--- src/verilog/i2c_target_defs.svh ---
// constants for the security module i2c target and readiness logic
// Function
// - fifo access registers valid level within 500us
// - crb locality state valid level within 500us
// - access register reads never return garbage
// - fifo: valid flag reaches one, command accepted
// - plain device ready within readiness timeout d
// - fips 140-2 device valid within 50ms
// - fips 140-3 device ready within 200ms
// - nv recovery ready within one second
// - crb registers all valid by deadline, ready
// - operate at fast-mode rates up to 400k
// - higher speeds advertised in capability register; the code advertises fast mode only (CAP_SPEED_FM)
// - one 7-bit address, default 0x2E
// - address byte 0x5D read, 0x5C write
// - target address reconfigurable via address register
// - accept repeated start write then read
// - throttle only by holding scl low
// - active-low host interrupt for events
`ifndef I2C_TARGET_DEFS_SVH
`define I2C_TARGET_DEFS_SVH

// ================================================================
// clock and deadlines
`define CLK_MHZ 200
`define VALID_LEVEL_US 500
`define TIMEOUT_D_MS 750
`define FIPS2_MS 50
`define FIPS3_MS 200
`define NV_MS 1000
`define GUARD_US 250
`define VALID_LEVEL_CYC (`VALID_LEVEL_US * `CLK_MHZ)
`define TIMEOUT_D_CYC (`TIMEOUT_D_MS * 1000 * `CLK_MHZ)
`define FIPS2_CYC (`FIPS2_MS * 1000 * `CLK_MHZ)
`define FIPS3_CYC (`FIPS3_MS * 1000 * `CLK_MHZ)
`define NV_CYC (`NV_MS * 1000 * `CLK_MHZ)
`define STRETCH_CYC 2'h2

// ================================================================
// address and register map
`define DEV_ADDR_RST 7'h2E
`define REG_ACCESS 8'h00
`define REG_STATUS 8'h01
`define REG_CAP 8'h02
`define REG_DEV_ADDR 8'h03
`define REG_MEM_BASE 8'h04
`define VALID_BIT 7
`define CAP_SPEED_LSB 0
`define CAP_SPEED_FM 2'h1
`define READ_IDLE 8'hFF

`endif

--- src/verilog/i2c_target_pkg.sv ---
// types for the security module i2c target
package i2c_target_pkg;
  typedef enum {
    ST_IDLE,
    ST_ADDR,
    ST_ADDR_ACK,
    ST_WR_BYTE,
    ST_WR_ACK,
    ST_RD_BYTE,
    ST_RD_ACK
  } i2c_state_e;

  typedef enum logic [1:0] {
    MODE_PLAIN,
    MODE_FIPS2,
    MODE_FIPS3
  } selftest_mode_e;
endpackage : i2c_target_pkg

--- src/verilog/reg_mem.sv ---
// small register memory with registered read data
`timescale 1ns/1ps
module reg_mem #(
  parameter int DEPTH = 16,
  parameter int WIDTH = 8,
  parameter int AW = 4
) (
  input wire logic clock,
  input wire logic wr_en,
  input wire logic [AW-1:0] wr_addr,
  input wire logic [WIDTH-1:0] wr_data,
  input wire logic [AW-1:0] rd_addr,
  output logic [WIDTH-1:0] rd_data
);
  logic [WIDTH-1:0] mem [DEPTH];

  always_ff @(posedge clock)
  begin
    if (wr_en)
    begin
      mem[wr_addr] <= wr_data;
    end
  end

  always_ff @(posedge clock)
  begin
    rd_data <= mem[rd_addr];
  end
endmodule : reg_mem

--- src/verilog/security_module_i2c_target_init.sv ---
// i2c target front end with post-init register readiness
`timescale 1ns/1ps
`include "i2c_target_defs.svh"
module security_module_i2c_target_init
  import i2c_target_pkg::*;
#(
  parameter int MEM_DEPTH = 16,
  parameter int MEM_AW = 4,
  parameter int VALID_LEVEL_CYC = `VALID_LEVEL_CYC,
  parameter int TIMEOUT_D_CYC = `TIMEOUT_D_CYC,
  parameter int FIPS2_CYC = `FIPS2_CYC,
  parameter int FIPS3_CYC = `FIPS3_CYC,
  parameter int NV_CYC = `NV_CYC,
  parameter logic [1:0] SPEED_CAP = `CAP_SPEED_FM
) (
  input wire logic clock,
  input wire logic srst,
  input wire logic scl_in,
  output logic scl_out,
  output logic scl_oe,
  input wire logic sda_in,
  output logic sda_out,
  output logic sda_oe,
  input wire logic init_indication,
  input wire logic self_test_done,
  input wire logic [1:0] selftest_mode,
  input wire logic nv_recovery,
  input wire logic crb_mode,
  input wire logic core_busy,
  input wire logic response_avail,
  input wire logic irq_enable,
  output logic host_irq_n,
  output logic reg_valid_flag,
  output logic valid_level,
  output logic cmd_ready,
  output logic deadline_forced
);
  // ================================================================
  // pin synchronisers
  logic [1:0] pins_sync;
  logic scl_s;
  logic sda_s;
  logic scl_d_reg;
  logic sda_d_reg;

  sync2 #(.WIDTH(2)) u_sync (
    .clock(clock),
    .srst(srst),
    .async_in({scl_in, sda_in}),
    .sync_out(pins_sync)
  );
  assign scl_s = pins_sync[1];
  assign sda_s = pins_sync[0];

  always_ff @(posedge clock)
  begin
    if (srst)
    begin
      scl_d_reg <= 1'b1;
      sda_d_reg <= 1'b1;
    end
    else
    begin
      scl_d_reg <= scl_s;
      sda_d_reg <= sda_s;
    end
  end
  logic scl_rise;
  logic scl_fall;
  logic start_det;
  logic stop_det;
  // sampling at 200 MHz leaves wide margin for 400k fast mode
  assign scl_rise = scl_s & ~scl_d_reg;
  assign scl_fall = ~scl_s & scl_d_reg;
  assign start_det = scl_s & scl_d_reg & sda_d_reg & ~sda_s;
  assign stop_det = scl_s & scl_d_reg & ~sda_d_reg & sda_s;

  // ================================================================
  // readiness after init indication
  localparam int CW = 28;
  logic [CW-1:0] init_cnt_reg;
  logic counting_reg;
  logic [CW-1:0] deadline;

  always_comb
  begin
    if (nv_recovery)
      deadline = CW'(NV_CYC);
    else
    begin
      case (selftest_mode_e'(selftest_mode))
        MODE_FIPS2: deadline = CW'(FIPS2_CYC);
        MODE_FIPS3: deadline = CW'(FIPS3_CYC);
        default: deadline = CW'(TIMEOUT_D_CYC);
      endcase
    end
  end

  always_ff @(posedge clock)
  begin
    if (srst)
    begin
      counting_reg <= 1'b0;
      init_cnt_reg <= '0;
    end
    else if (init_indication)
    begin
      counting_reg <= 1'b1;
      init_cnt_reg <= '0;
    end
    else if (counting_reg && !reg_valid_flag)
      init_cnt_reg <= init_cnt_reg + 1'b1;
  end
  // valid level is reached at once; the window only bounds it
  always_ff @(posedge clock)
  begin
    if (srst || init_indication)
      valid_level <= 1'b0;
    else if (counting_reg && init_cnt_reg < CW'(VALID_LEVEL_CYC))
      valid_level <= 1'b1;
  end
  // deadline forces readiness so the host never waits past it
  always_ff @(posedge clock)
  begin
    if (srst || init_indication)
    begin
      reg_valid_flag <= 1'b0;
      cmd_ready <= 1'b0;
      deadline_forced <= 1'b0;
    end
    else if (counting_reg && !reg_valid_flag)
    begin
      if (self_test_done)
      begin
        reg_valid_flag <= 1'b1;
        cmd_ready <= 1'b1;
      end
      else if (init_cnt_reg >= deadline - 1'b1)
      begin
        reg_valid_flag <= 1'b1;
        cmd_ready <= 1'b1;
        deadline_forced <= 1'b1;
      end
    end
  end

  // ================================================================
  // host interrupt, active low
  always_ff @(posedge clock)
  begin
    if (srst)
      host_irq_n <= 1'b1;
    else
      host_irq_n <= ~(irq_enable & response_avail);
  end

  // ================================================================
  // i2c protocol engine
  i2c_state_e state_reg;
  logic [7:0] rx_shift_reg;
  logic [7:0] tx_shift_reg;
  logic [2:0] bit_cnt_reg;
  logic byte_done_reg;
  logic first_wr_reg;
  logic [7:0] ptr_reg;
  logic [6:0] dev_addr_reg;
  logic [1:0] stretch_cnt_reg;
  logic load_pend_reg;
  logic wr_hold_reg;
  logic mem_wr;
  logic [7:0] tx_byte;
  logic [7:0] mem_rd;
  logic [7:0] mem_ptr;
  logic addr_hit;
  assign mem_ptr = ptr_reg - `REG_MEM_BASE;
  // single 7-bit address; lsb of the byte is direction, 1 reads
  assign addr_hit = (rx_shift_reg[7:1] == dev_addr_reg);
  assign mem_wr = (state_reg == ST_WR_BYTE) && byte_done_reg && scl_fall
    && !first_wr_reg && (ptr_reg >= `REG_MEM_BASE);

  reg_mem #(.DEPTH(MEM_DEPTH), .WIDTH(8), .AW(MEM_AW)) u_mem (
    .clock(clock),
    .wr_en(mem_wr),
    .wr_addr(mem_ptr[MEM_AW-1:0]),
    .wr_data(rx_shift_reg),
    .rd_addr(mem_ptr[MEM_AW-1:0]),
    .rd_data(mem_rd)
  );
  // access byte built from the reg_valid_flag flop and the crb_mode input, never from memory
  always_comb
  begin
    tx_byte = `READ_IDLE;
    case (ptr_reg)
      `REG_ACCESS: tx_byte = {reg_valid_flag, 6'h00, crb_mode};
      `REG_STATUS: tx_byte = {6'h00, response_avail, cmd_ready};
      `REG_CAP: tx_byte = {6'h00, SPEED_CAP};
      `REG_DEV_ADDR: tx_byte = {1'b0, dev_addr_reg};
      default: tx_byte = reg_valid_flag ? mem_rd : `READ_IDLE;
    endcase
  end

  always_ff @(posedge clock)
  begin
    if (srst)
      state_reg <= ST_IDLE;
    else if (start_det)
      state_reg <= ST_ADDR;
    else if (stop_det)
      state_reg <= ST_IDLE;
    else if (scl_fall)
    begin
      case (state_reg)
        ST_ADDR: state_reg <= !byte_done_reg ? ST_ADDR : addr_hit ? ST_ADDR_ACK : ST_IDLE;
        ST_ADDR_ACK: state_reg <= rx_shift_reg[0] ? ST_RD_BYTE : ST_WR_BYTE;
        ST_WR_BYTE: state_reg <= byte_done_reg ? ST_WR_ACK : ST_WR_BYTE;
        ST_WR_ACK: state_reg <= ST_WR_BYTE;
        ST_RD_BYTE: state_reg <= (bit_cnt_reg == 3'h7) ? ST_RD_ACK : ST_RD_BYTE;
        ST_RD_ACK: state_reg <= rx_shift_reg[0] ? ST_IDLE : ST_RD_BYTE;
        default: state_reg <= ST_IDLE;
      endcase
    end
  end
  // receive shifter; in read ack, bit 0 holds the master nack
  always_ff @(posedge clock)
  begin
    if (srst || start_det)
    begin
      rx_shift_reg <= 8'h00;
      bit_cnt_reg <= 3'h0;
      byte_done_reg <= 1'b0;
    end
    else if (scl_rise)
    begin
      case (state_reg)
        ST_ADDR, ST_WR_BYTE:
        begin
          rx_shift_reg <= {rx_shift_reg[6:0], sda_s};
          bit_cnt_reg <= bit_cnt_reg + 3'h1;
          byte_done_reg <= (bit_cnt_reg == 3'h7);
        end
        ST_RD_ACK: rx_shift_reg <= {7'h00, sda_s};
        default: byte_done_reg <= 1'b0;
      endcase
    end
    else if (scl_fall && byte_done_reg)
    begin
      byte_done_reg <= 1'b0;
      bit_cnt_reg <= 3'h0;
    end
    else if (scl_fall && state_reg == ST_RD_BYTE)
      bit_cnt_reg <= bit_cnt_reg + 3'h1;
  end
  // register pointer: first written byte, auto-increment after
  always_ff @(posedge clock)
  begin
    if (srst)
    begin
      ptr_reg <= `REG_ACCESS;
      first_wr_reg <= 1'b0;
    end
    else if (scl_fall && state_reg == ST_ADDR_ACK)
      first_wr_reg <= ~rx_shift_reg[0];
    else if (scl_fall && state_reg == ST_WR_BYTE && byte_done_reg)
    begin
      first_wr_reg <= 1'b0;
      ptr_reg <= first_wr_reg ? rx_shift_reg : ptr_reg + 8'h01;
    end
    else if (scl_fall && state_reg == ST_RD_ACK && !rx_shift_reg[0])
      ptr_reg <= ptr_reg + 8'h01;
  end
  // target address register, writable at its own offset
  always_ff @(posedge clock)
  begin
    if (srst)
      dev_addr_reg <= `DEV_ADDR_RST;
    else if (scl_fall && state_reg == ST_WR_BYTE && byte_done_reg
      && !first_wr_reg && ptr_reg == `REG_DEV_ADDR)
      dev_addr_reg <= rx_shift_reg[6:0];
  end

  // ================================================================
  // clock stretching: read prep waits for registered memory data
  logic rd_load_start;
  assign rd_load_start = scl_fall && ((state_reg == ST_ADDR_ACK && rx_shift_reg[0])
    || (state_reg == ST_RD_ACK && !rx_shift_reg[0]));

  always_ff @(posedge clock)
  begin
    if (srst || start_det || stop_det)
    begin
      load_pend_reg <= 1'b0;
      stretch_cnt_reg <= 2'h0;
    end
    else if (rd_load_start)
    begin
      load_pend_reg <= 1'b1;
      stretch_cnt_reg <= `STRETCH_CYC;
    end
    else if (load_pend_reg && stretch_cnt_reg != 2'h0)
      stretch_cnt_reg <= stretch_cnt_reg - 2'h1;
    else
      load_pend_reg <= 1'b0;
  end

  // write side holds the clock while the core stores data
  always_ff @(posedge clock)
  begin
    if (srst || start_det || stop_det)
      wr_hold_reg <= 1'b0;
    else if (scl_fall && state_reg == ST_WR_ACK)
      wr_hold_reg <= 1'b1;
    else if (!core_busy)
      wr_hold_reg <= 1'b0;
  end

  always_ff @(posedge clock)
  begin
    if (srst)
    begin
      scl_oe <= 1'b0;
      scl_out <= 1'b0;
    end
    else
    begin
      scl_out <= 1'b0;
      // only scl is held low to throttle; held through the load so sda leads scl
      scl_oe <= rd_load_start || load_pend_reg
        || (scl_fall && state_reg == ST_WR_ACK) || (wr_hold_reg && core_busy);
    end
  end

  // ================================================================
  // data pin drive: ack and read bits, changed after scl falls
  always_ff @(posedge clock)
  begin
    if (srst)
      tx_shift_reg <= 8'hFF;
    else if (load_pend_reg && stretch_cnt_reg == 2'h0)
      tx_shift_reg <= tx_byte;
    else if (scl_fall && state_reg == ST_RD_BYTE)
      tx_shift_reg <= {tx_shift_reg[6:0], 1'b1};
  end

  always_ff @(posedge clock)
  begin
    if (srst || start_det || stop_det)
    begin
      sda_oe <= 1'b0;
      sda_out <= 1'b0;
    end
    else
    begin
      sda_out <= 1'b0;
      if (load_pend_reg && stretch_cnt_reg == 2'h0)
        sda_oe <= ~tx_byte[7];
      else if (scl_fall)
      begin
        case (state_reg)
          ST_ADDR: sda_oe <= byte_done_reg && addr_hit;
          ST_WR_BYTE: sda_oe <= byte_done_reg;
          ST_RD_BYTE: sda_oe <= (bit_cnt_reg != 3'h7) && ~tx_shift_reg[6];
          default: sda_oe <= 1'b0;
        endcase
      end
    end
  end
endmodule : security_module_i2c_target_init

--- src/verilog/sync2.sv ---
// two-flop synchroniser, one stage pair per bit
`timescale 1ns/1ps
module sync2 #(
  parameter int WIDTH = 2
) (
  input wire logic clock,
  input wire logic srst,
  input wire logic [WIDTH-1:0] async_in,
  output logic [WIDTH-1:0] sync_out
);
  logic [WIDTH-1:0] meta_reg;

  genvar i;
  generate
    for (i = 0; i < WIDTH; i++)
    begin : g_bit
      // idle bus level is high, so reset to one
      always_ff @(posedge clock)
      begin
        if (srst)
        begin
          meta_reg[i] <= 1'b1;
          sync_out[i] <= 1'b1;
        end
        else
        begin
          meta_reg[i] <= async_in[i];
          sync_out[i] <= meta_reg[i];
        end
      end
    end
  endgenerate
endmodule : sync2
--- config.mk ---
export PLATFORM = sky130hd
export DESIGN_NAME = security_module_i2c_target_init
export DESIGN_NICKNAME = d
export VERILOG_FILES = /design/src/verilog/i2c_target_pkg.sv /design/src/verilog/reg_mem.sv /design/src/verilog/security_module_i2c_target_init.sv /design/src/verilog/sync2.sv
export VERILOG_INCLUDE_DIRS = /design/src /design/src/verilog
export SDC_FILE = /design/constraint.sdc
export NUM_CORES = 1
export LEC_CHECK = 0
export BUFFER_PORTS_ARGS = -buffer_cell sky130_fd_sc_hd__buf_2
export CORE_MARGIN = 2
export CORE_UTILIZATION = 65
export DETAILED_ROUTE_END_ITERATION = 10
export PLACE_DENSITY = 0.87
export RECOVER_POWER = 100
export SLEW_MARGIN = 10
export SYNTH_ARGS = -nofsm -noshare
export SYNTH_HDL_FRONTEND = slang
export SYNTH_HIERARCHICAL = 1
export SYNTH_SLANG_ARGS = --single-unit
--- constraint.sdc ---
create_clock -name clock -period 6.3 [get_ports clock]
set_input_delay 0.63 -clock clock [delete_from_list [all_inputs] [get_ports clock]]
set_output_delay 0.63 -clock clock [all_outputs]
set_load 0.02 [all_outputs]
Yosys cells after proc, flatten, opt, wreduce, memory -nomap -nowiden
Memory sizes are Yosys's and may differ from the RTL's. A register that Yosys moved wholly into a read port is not among the register bits.
Cells that the tools add are included.
{"block": "word_totals", "reg_bits": 83, "ram_bits": 128, "in_bits": 13, "output_inout_bits": 9, "mem_count": 1}
{"block": "op_classes", "add_sub_neg": 6, "order_cmp": 3, "eq_ne": 23, "n_mux": 42, "bitwise_logic": 18, "reduce_logical": 57}
{"memory": "u_mem.mem", "depth": 16, "word_bits": 8, "rd": 1, "rd_clocked_by_memory_dff": 1, "write_ports": 1, "line": "reg_mem.sv:15", "text": "logic [WIDTH-1:0] mem [DEPTH];"}
{"cell": "$pmux W28 S2", "count": 1}
{"cell": "$mux W8", "count": 4}
{"cell": "$pmux W8 S4", "count": 1}
{"cell": "$add A28 B1 Y28 const B", "count": 1}
{"cell": "$ge A28 B28 Y1", "count": 1}
{"cell": "$lt A28 B17 Y1 const B", "count": 1}
{"cell": "$mux W28", "count": 1}
{"cell": "$sub A28 B1 Y28 const B", "count": 1}
{"cell": "$logic_and A1 B1 Y1", "count": 24}
{"cell": "$eq A3 B3 Y1 const B", "count": 7}
{"cell": "$mux W3", "count": 7}
{"cell": "$pmux W3 S6", "count": 1}
{"cell": "$reduce_bool A2 Y1", "count": 9}
{"cell": "$mux W1", "count": 17}
{"cell": "$eq A8 B2 Y1 const B", "count": 2}
{"cell": "$pmux W8 S2", "count": 1}
{"cell": "$mux W7", "count": 2}
{"cell": "$eq A3 B2 Y1 const B", "count": 4}
{"cell": "$mux W2", "count": 5}
{"cell": "$not A1 Y1", "count": 10}
{"cell": "$reduce_and A2 Y1", "count": 5}
{"cell": "$add A8 B1 Y8 const B", "count": 1}
{"cell": "$and A1 B1 Y1", "count": 8}
{"cell": "$eq A8 B1 Y1 const B", "count": 1}
{"cell": "other kinds (21)", "count": 34}

Longest topological paths before layout
{"block": "depth", "depth_word": 7, "depth_mapped": 11, "ltp_nobuf": 11}

Cells and area by module
The synthesis kept the hierarchy.
{"mod": "reg_mem", "instances": 1, "cells_each": 229, "area_each_um2": 5147.4, "seq_area_each_um2": 4003.8}
{"mod": "security_module_i2c_target_init", "instances": 1, "cells_each": 585, "area_each_um2": 4792.1, "seq_area_each_um2": 1581.5}
{"mod": "sync2", "instances": 1, "cells_each": 8, "area_each_um2": 105.1, "seq_area_each_um2": 80.1}

Least setup slack after synthesis
No wires, ideal clock.
{"block": "synth_timing", "path_type": "input-to-reg", "from": "in selftest_mode[0]", "to": "reg cmd_ready", "arrival_time_ns": 2.854, "required_ns": 6.158, "slack_ns": 3.304, "stages": 11, "path_buffers": 0, "cell_sequence": "inv_1 > ha_1 > or2_2 > ha_1 > xnor2_1 > ha_1 > a211oi_1 > o21ai_0 > a211o_1 > a2111oi_0 > a21oi_1"}
{"block": "synth_between", "elab_chain_len": 7, "word_cells_on_any_way": 8, "cone_classes": "1 x add/sub; 1 x order compare; 2 x eq/ne; 2 x mux; 2 x reduce/logical"}
{"item": "from (decl)", "line": "security_module_i2c_target_init.sv:26", "text": "input wire logic [1:0] selftest_mode,"}
{"item": "$eq A2 B2 Y1 / $eq A2 B1 Y1 (equally long branches)", "line": "security_module_i2c_target_init.sv:91", "text": "case (selftest_mode_e'(selftest_mode))"}
{"item": "$pmux W28 S2 (*)", "line": "security_module_i2c_target_init.sv:91"}
{"item": "$mux W28 (*)", "line": "security_module_i2c_target_init.sv:87", "text": "if (nv_recovery)"}
{"item": "$sub A28 B1 Y28 (*)", "line": "security_module_i2c_target_init.sv:138", "text": "else if (init_cnt_reg >= deadline - 1'b1)"}
{"item": "$ge A28 B28 Y1 (*)", "line": "security_module_i2c_target_init.sv:138"}
{"item": "$reduce_bool A2 Y1 (no source line) (*)"}
{"item": "$reduce_and A2 Y1 (no source line) (*)"}
{"item": "to (signal assigned)", "line": "security_module_i2c_target_init.sv:128", "text": "cmd_ready <= 1'b0;"}
{"item": "to (signal assigned)", "line": "security_module_i2c_target_init.sv:136", "text": "cmd_ready <= 1'b1;"}
{"item": "to (signal assigned)", "line": "security_module_i2c_target_init.sv:141", "text": "cmd_ready <= 1'b1;"}
{"item": "to (decl)", "line": "security_module_i2c_target_init.sv:35", "text": "output logic cmd_ready,"}
Every way passes the cells marked *; elsewhere a longest branch is shown, timed or not.
A chain may end at the register's enable or synchronous reset.

Worst setup path in the final report
{"block": "layout_timing", "from": "reg ptr_reg[0]", "to": "reg dev_addr_reg[5]"}
{"block": "layout_between", "elab_chain_len": 2}
{"item": "from (decl)", "line": "security_module_i2c_target_init.sv:165", "text": "logic [7:0] ptr_reg;"}
{"item": "from (signal assigned)", "line": "security_module_i2c_target_init.sv:258", "text": "ptr_reg <= `REG_ACCESS;"}
{"item": "from (signal assigned)", "line": "security_module_i2c_target_init.sv:266", "text": "ptr_reg <= first_wr_reg ? rx_shift_reg : ptr_reg + 8'h01;"}
{"item": "from (signal assigned)", "line": "security_module_i2c_target_init.sv:269", "text": "ptr_reg <= ptr_reg + 8'h01;"}
{"item": "$eq A8 B2 Y1"}
{"item": "$logic_and A1 B1 Y1 (no source line)"}
{"item": "to (signal assigned)", "line": "security_module_i2c_target_init.sv:275", "text": "dev_addr_reg <= `DEV_ADDR_RST;"}
{"item": "to (signal assigned)", "line": "security_module_i2c_target_init.sv:278", "text": "dev_addr_reg <= rx_shift_reg[6:0];"}
{"item": "to (decl)", "line": "security_module_i2c_target_init.sv:166", "text": "logic [6:0] dev_addr_reg;"}
Every way passes these cells.

==> results.sh <==
export IMPL_result_of_the_run="finished, violations left"
export IMPL_failing_checks="capacitance limit, slew limit"
export IMPL_timing_hold_worst_path_depth=2
export IMPL_fp_coreArea_um2=15100
export IMPL_dieHeight_um=128
export IMPL_grt_max_degree=46
export IMPL_setup_tns_final_ps=0
export IMPL_worstHoldPathType="in -> reg"
export IMPL_synthDominantAreaCellType="edfxtp_1"
export IMPL_number_of_enable_flip_flop_cells_after_synthesis=128
export IMPL_sequential_cell_area_um2=5670
export IMPL_synth_warnings=6
export IMPL_viasPerCell=6.60
export IMPL_clk_path_buf_depth=3
export IMPL_fmax_ghz=0.220
export IMPL_cts_setup_buffers=0
export IMPL_slew_headroom=-0.977
export IMPL_largest_reg_flops=128
export IMPL_place_congestion=0.847
export IMPL_fillCellCount=969
export IMPL_totalWireLength_um=22400
export IMPL_ys_seq_area_frac=0.564
export IMPL_synth_area_um2=10000
export IMPL_antenna_found_initial=0
export IMPL_syn_instance_count=822
export IMPL_congestion_overflow_gr=0
export IMPL_critPathCaptureType="register"
export IMPL_n_antenna_cell=0
export IMPL_tightest_slew_ps=2960
export IMPL_post_drt_wl_per_cell_um=21.6
export IMPL_synth_cell_type_count=68
export IMPL_post_synth_top_area_fraction=0.383
export IMPL_ctsResizeCount=0
export IMPL_cts_root_buf="clkbuf_16"
export IMPL_detail_route_first_pass_iterations=5
export IMPL_cap_viol_max_count=3
export IMPL_syn_to_final_growth_pct=8.06
export IMPL_cts_tree="done"
export IMPL_numCtsBuffers=23
export IMPL_cts_htree_levels=1
export IMPL_power_leakage_uw=0.00372
export IMPL_critPathRequiredTime_ps=6680
export IMPL_synth_flop_cell="edfxtp_1"
export IMPL_drt_initial_violations=782
export IMPL_average_footprint_of_a_synthesized_cell_um2=12.2
export IMPL_synth_top_cells_by_count="edfxtp_1 (128), dfxtp_1 (91), nor2_1 (73), nand2_1 (66), a21oi_1 (41)"
export IMPL_report_final_setup_viol=0
export IMPL_hold_end="host_irq_n"
export IMPL_final_min_period_over_clock_period=0.721
export IMPL_worst_r2r_endpoint="dev_addr_reg[5]"
export IMPL_remaining_drc_errors=0
export IMPL_postCtsHoldBufs=0
export IMPL_peakVddDrop_uv=244
export IMPL_global_route_wire_length_before_repair_um=35700
export IMPL_totalPowerFinal_uw=2820
export IMPL_ys_async_sr_fraction=0
export IMPL_clk_pin_slew_worst_paths_ps=60
export IMPL_yosys_register_bits=219
export IMPL_clock_skew_ps=26.1
export IMPL_synth_top_cells_by_area="edfxtp_1 (38%), dfxtp_1 (18%), ha_1 (4.7%), mux4_2 (4.0%), mux4_1 (3.7%)"
export IMPL_unrepaired_setup_endpoints_after_global_routing="false"
export IMPL_pwr_density_cell_nw_per_um2=260
export IMPL_place_port_buffers=19
export IMPL_worst_setup_path_type="reg -> reg"
export IMPL_hp_start="irq_enable"
export IMPL_design_final_nets=883
export IMPL_die_area_um2=16500
export IMPL_hold_viol=0
export IMPL_grt_pass1_vias=6604
export IMPL_drive_gt1_frac=0.0955
export IMPL_multi_input_area_um2=4080
export IMPL_ioPinCount=22
export IMPL_rr_startpoint="ptr_reg[0]"
export IMPL_ant_nets=0
export IMPL_hpwl_um=14100
export IMPL_grt_total_usage=0.280
export IMPL_dieWidth_um=128
export IMPL_clock_network_latency_to_the_later_pin_of_the_worst_skew_pair_ps=520
export IMPL_std_cell_rows=45
export IMPL_reg2regPathDepth=5
export IMPL_crit_arrival_ps=4930
export IMPL_worst_path_max_fanout=45
export IMPL_clock_sink_count=219
export IMPL_worst_r2r_setup_slack_ps=1760
export IMPL_vias=6837
export IMPL_synth_most_common_cell="edfxtp_1"
export IMPL_period_needed_ps=4540
export IMPL_slew_violations=115
export IMPL_startpoint_class="register"
export IMPL_initial_utilization=0.663
-- worst max-delay path by stage --
stage                          start              end  cells after the start
floorplan           selftest_mode[0]        cmd_ready                     11
global placement           scl_d_reg  u_mem/mem[0][4]                      5
detailed placement         scl_d_reg  u_mem/mem[0][0]                      5
CTS                        scl_d_reg  u_mem/mem[0][2]                      5
global route              ptr_reg[0]  dev_addr_reg[4]                      6
finish                    ptr_reg[0]  dev_addr_reg[5]                      5
-- worst max-delay path, cell delays in order, from the launching register on --
cell and delay [ps]:
dfxtp_1 320, clkbuf_1 2100, ha_1 690, and3_1 350, or3b_1 580, a211o_1 360
-- kinds of logic (layout without fill, tap and decap cells) --
family / count (synthesis) / after routing / synth area share
AOI/OAI and AO/OA: 133 / 133 / 0.0871
xor gates and xnor gates: 36 / 36 / 0.0314
adders and majority gates: 38 / 38 / 0.0473
buffers and inverters: 60 / 83 / 0.0303
DFF: 219 / 219 / 0.564
muxes: 40 / 40 / 0.0852
other: 2 / 5 / 0.000748
and+or+nand+nor: 294 / 294 / 0.154
-- metal layers --
layer  wire [µm]  vias to the layer above  part of all wire  GRT usage
met2       11600                      326              0.52      0.487
met1        8760                     3366              0.39      0.367
met5           0                        -                 0          0
met4         493                        0             0.022     0.0808
met3        1590                       49             0.071     0.0447
li1            -                     3096                 -          -
-- cell type report --
| type | instances | share of cell area |
|---|---|---|
| sequential | 219 | 0.522 |
| multi-input combinational | 546 | 0.376 |
| clock buffer | 28 | 0.0557 |
| tap | 188 | 0.0217 |
| timing repair buffer | 21 | 0.00876 |
| clock inverter | 13 | 0.00841 |
| inverter | 21 | 0.00726 |
-- placed cells by master, fill, tap and decap left out, types with 14 or more instances in the layout --
cell type | Yosys | layout
nand2b_1 | 17 | 17
dfxtp_1 | 91 | 91
clkbuf_1 | 19 | 14
mux4_1 | 14 | 14
inv_1 | 21 | 21
o21ai_0 | 21 | 21
nand2_1 | 66 | 66
xnor2_1 | 24 | 24
a21oi_1 | 41 | 41
mux4_2 | 18 | 18
ha_1 | 38 | 38
nand3_1 | 24 | 24
nor2_1 | 73 | 73
clkbuf_16 | 0 | 23
edfxtp_1 | 128 | 128
a22oi_1 | 18 | 18
nor2b_1 | 15 | 15
-- through the flow --
stage	setup WS (ps)	instance area, µm²	hold WS [ps]	cells	utilization
2_1_floorplan	3300	10100	383	825	-
4_1_cts	2450	10900	310	1036	0.718
3_5_place_dp	2450	10200	396	995	0.672
3_3_place_gp	2810	10200	417	995	0.672
6_report	1760	10900	320	1036	0.717
5_1_grt	1320	10900	315	1036	0.717
-- power breakdown --
part / total (µW) / switching (µW) / leakage, µW / internal (µW)
combinational: 50.9 / 33.0 / 0.00146 / 17.9
sequential: 1510 / 6.35 / 0.00192 / 1500
clock: 1260 / 542 / 0.000335 / 721
total: 2820 / 581 / 0.00372 / 2240
Power figures use the tool's default switching activity.
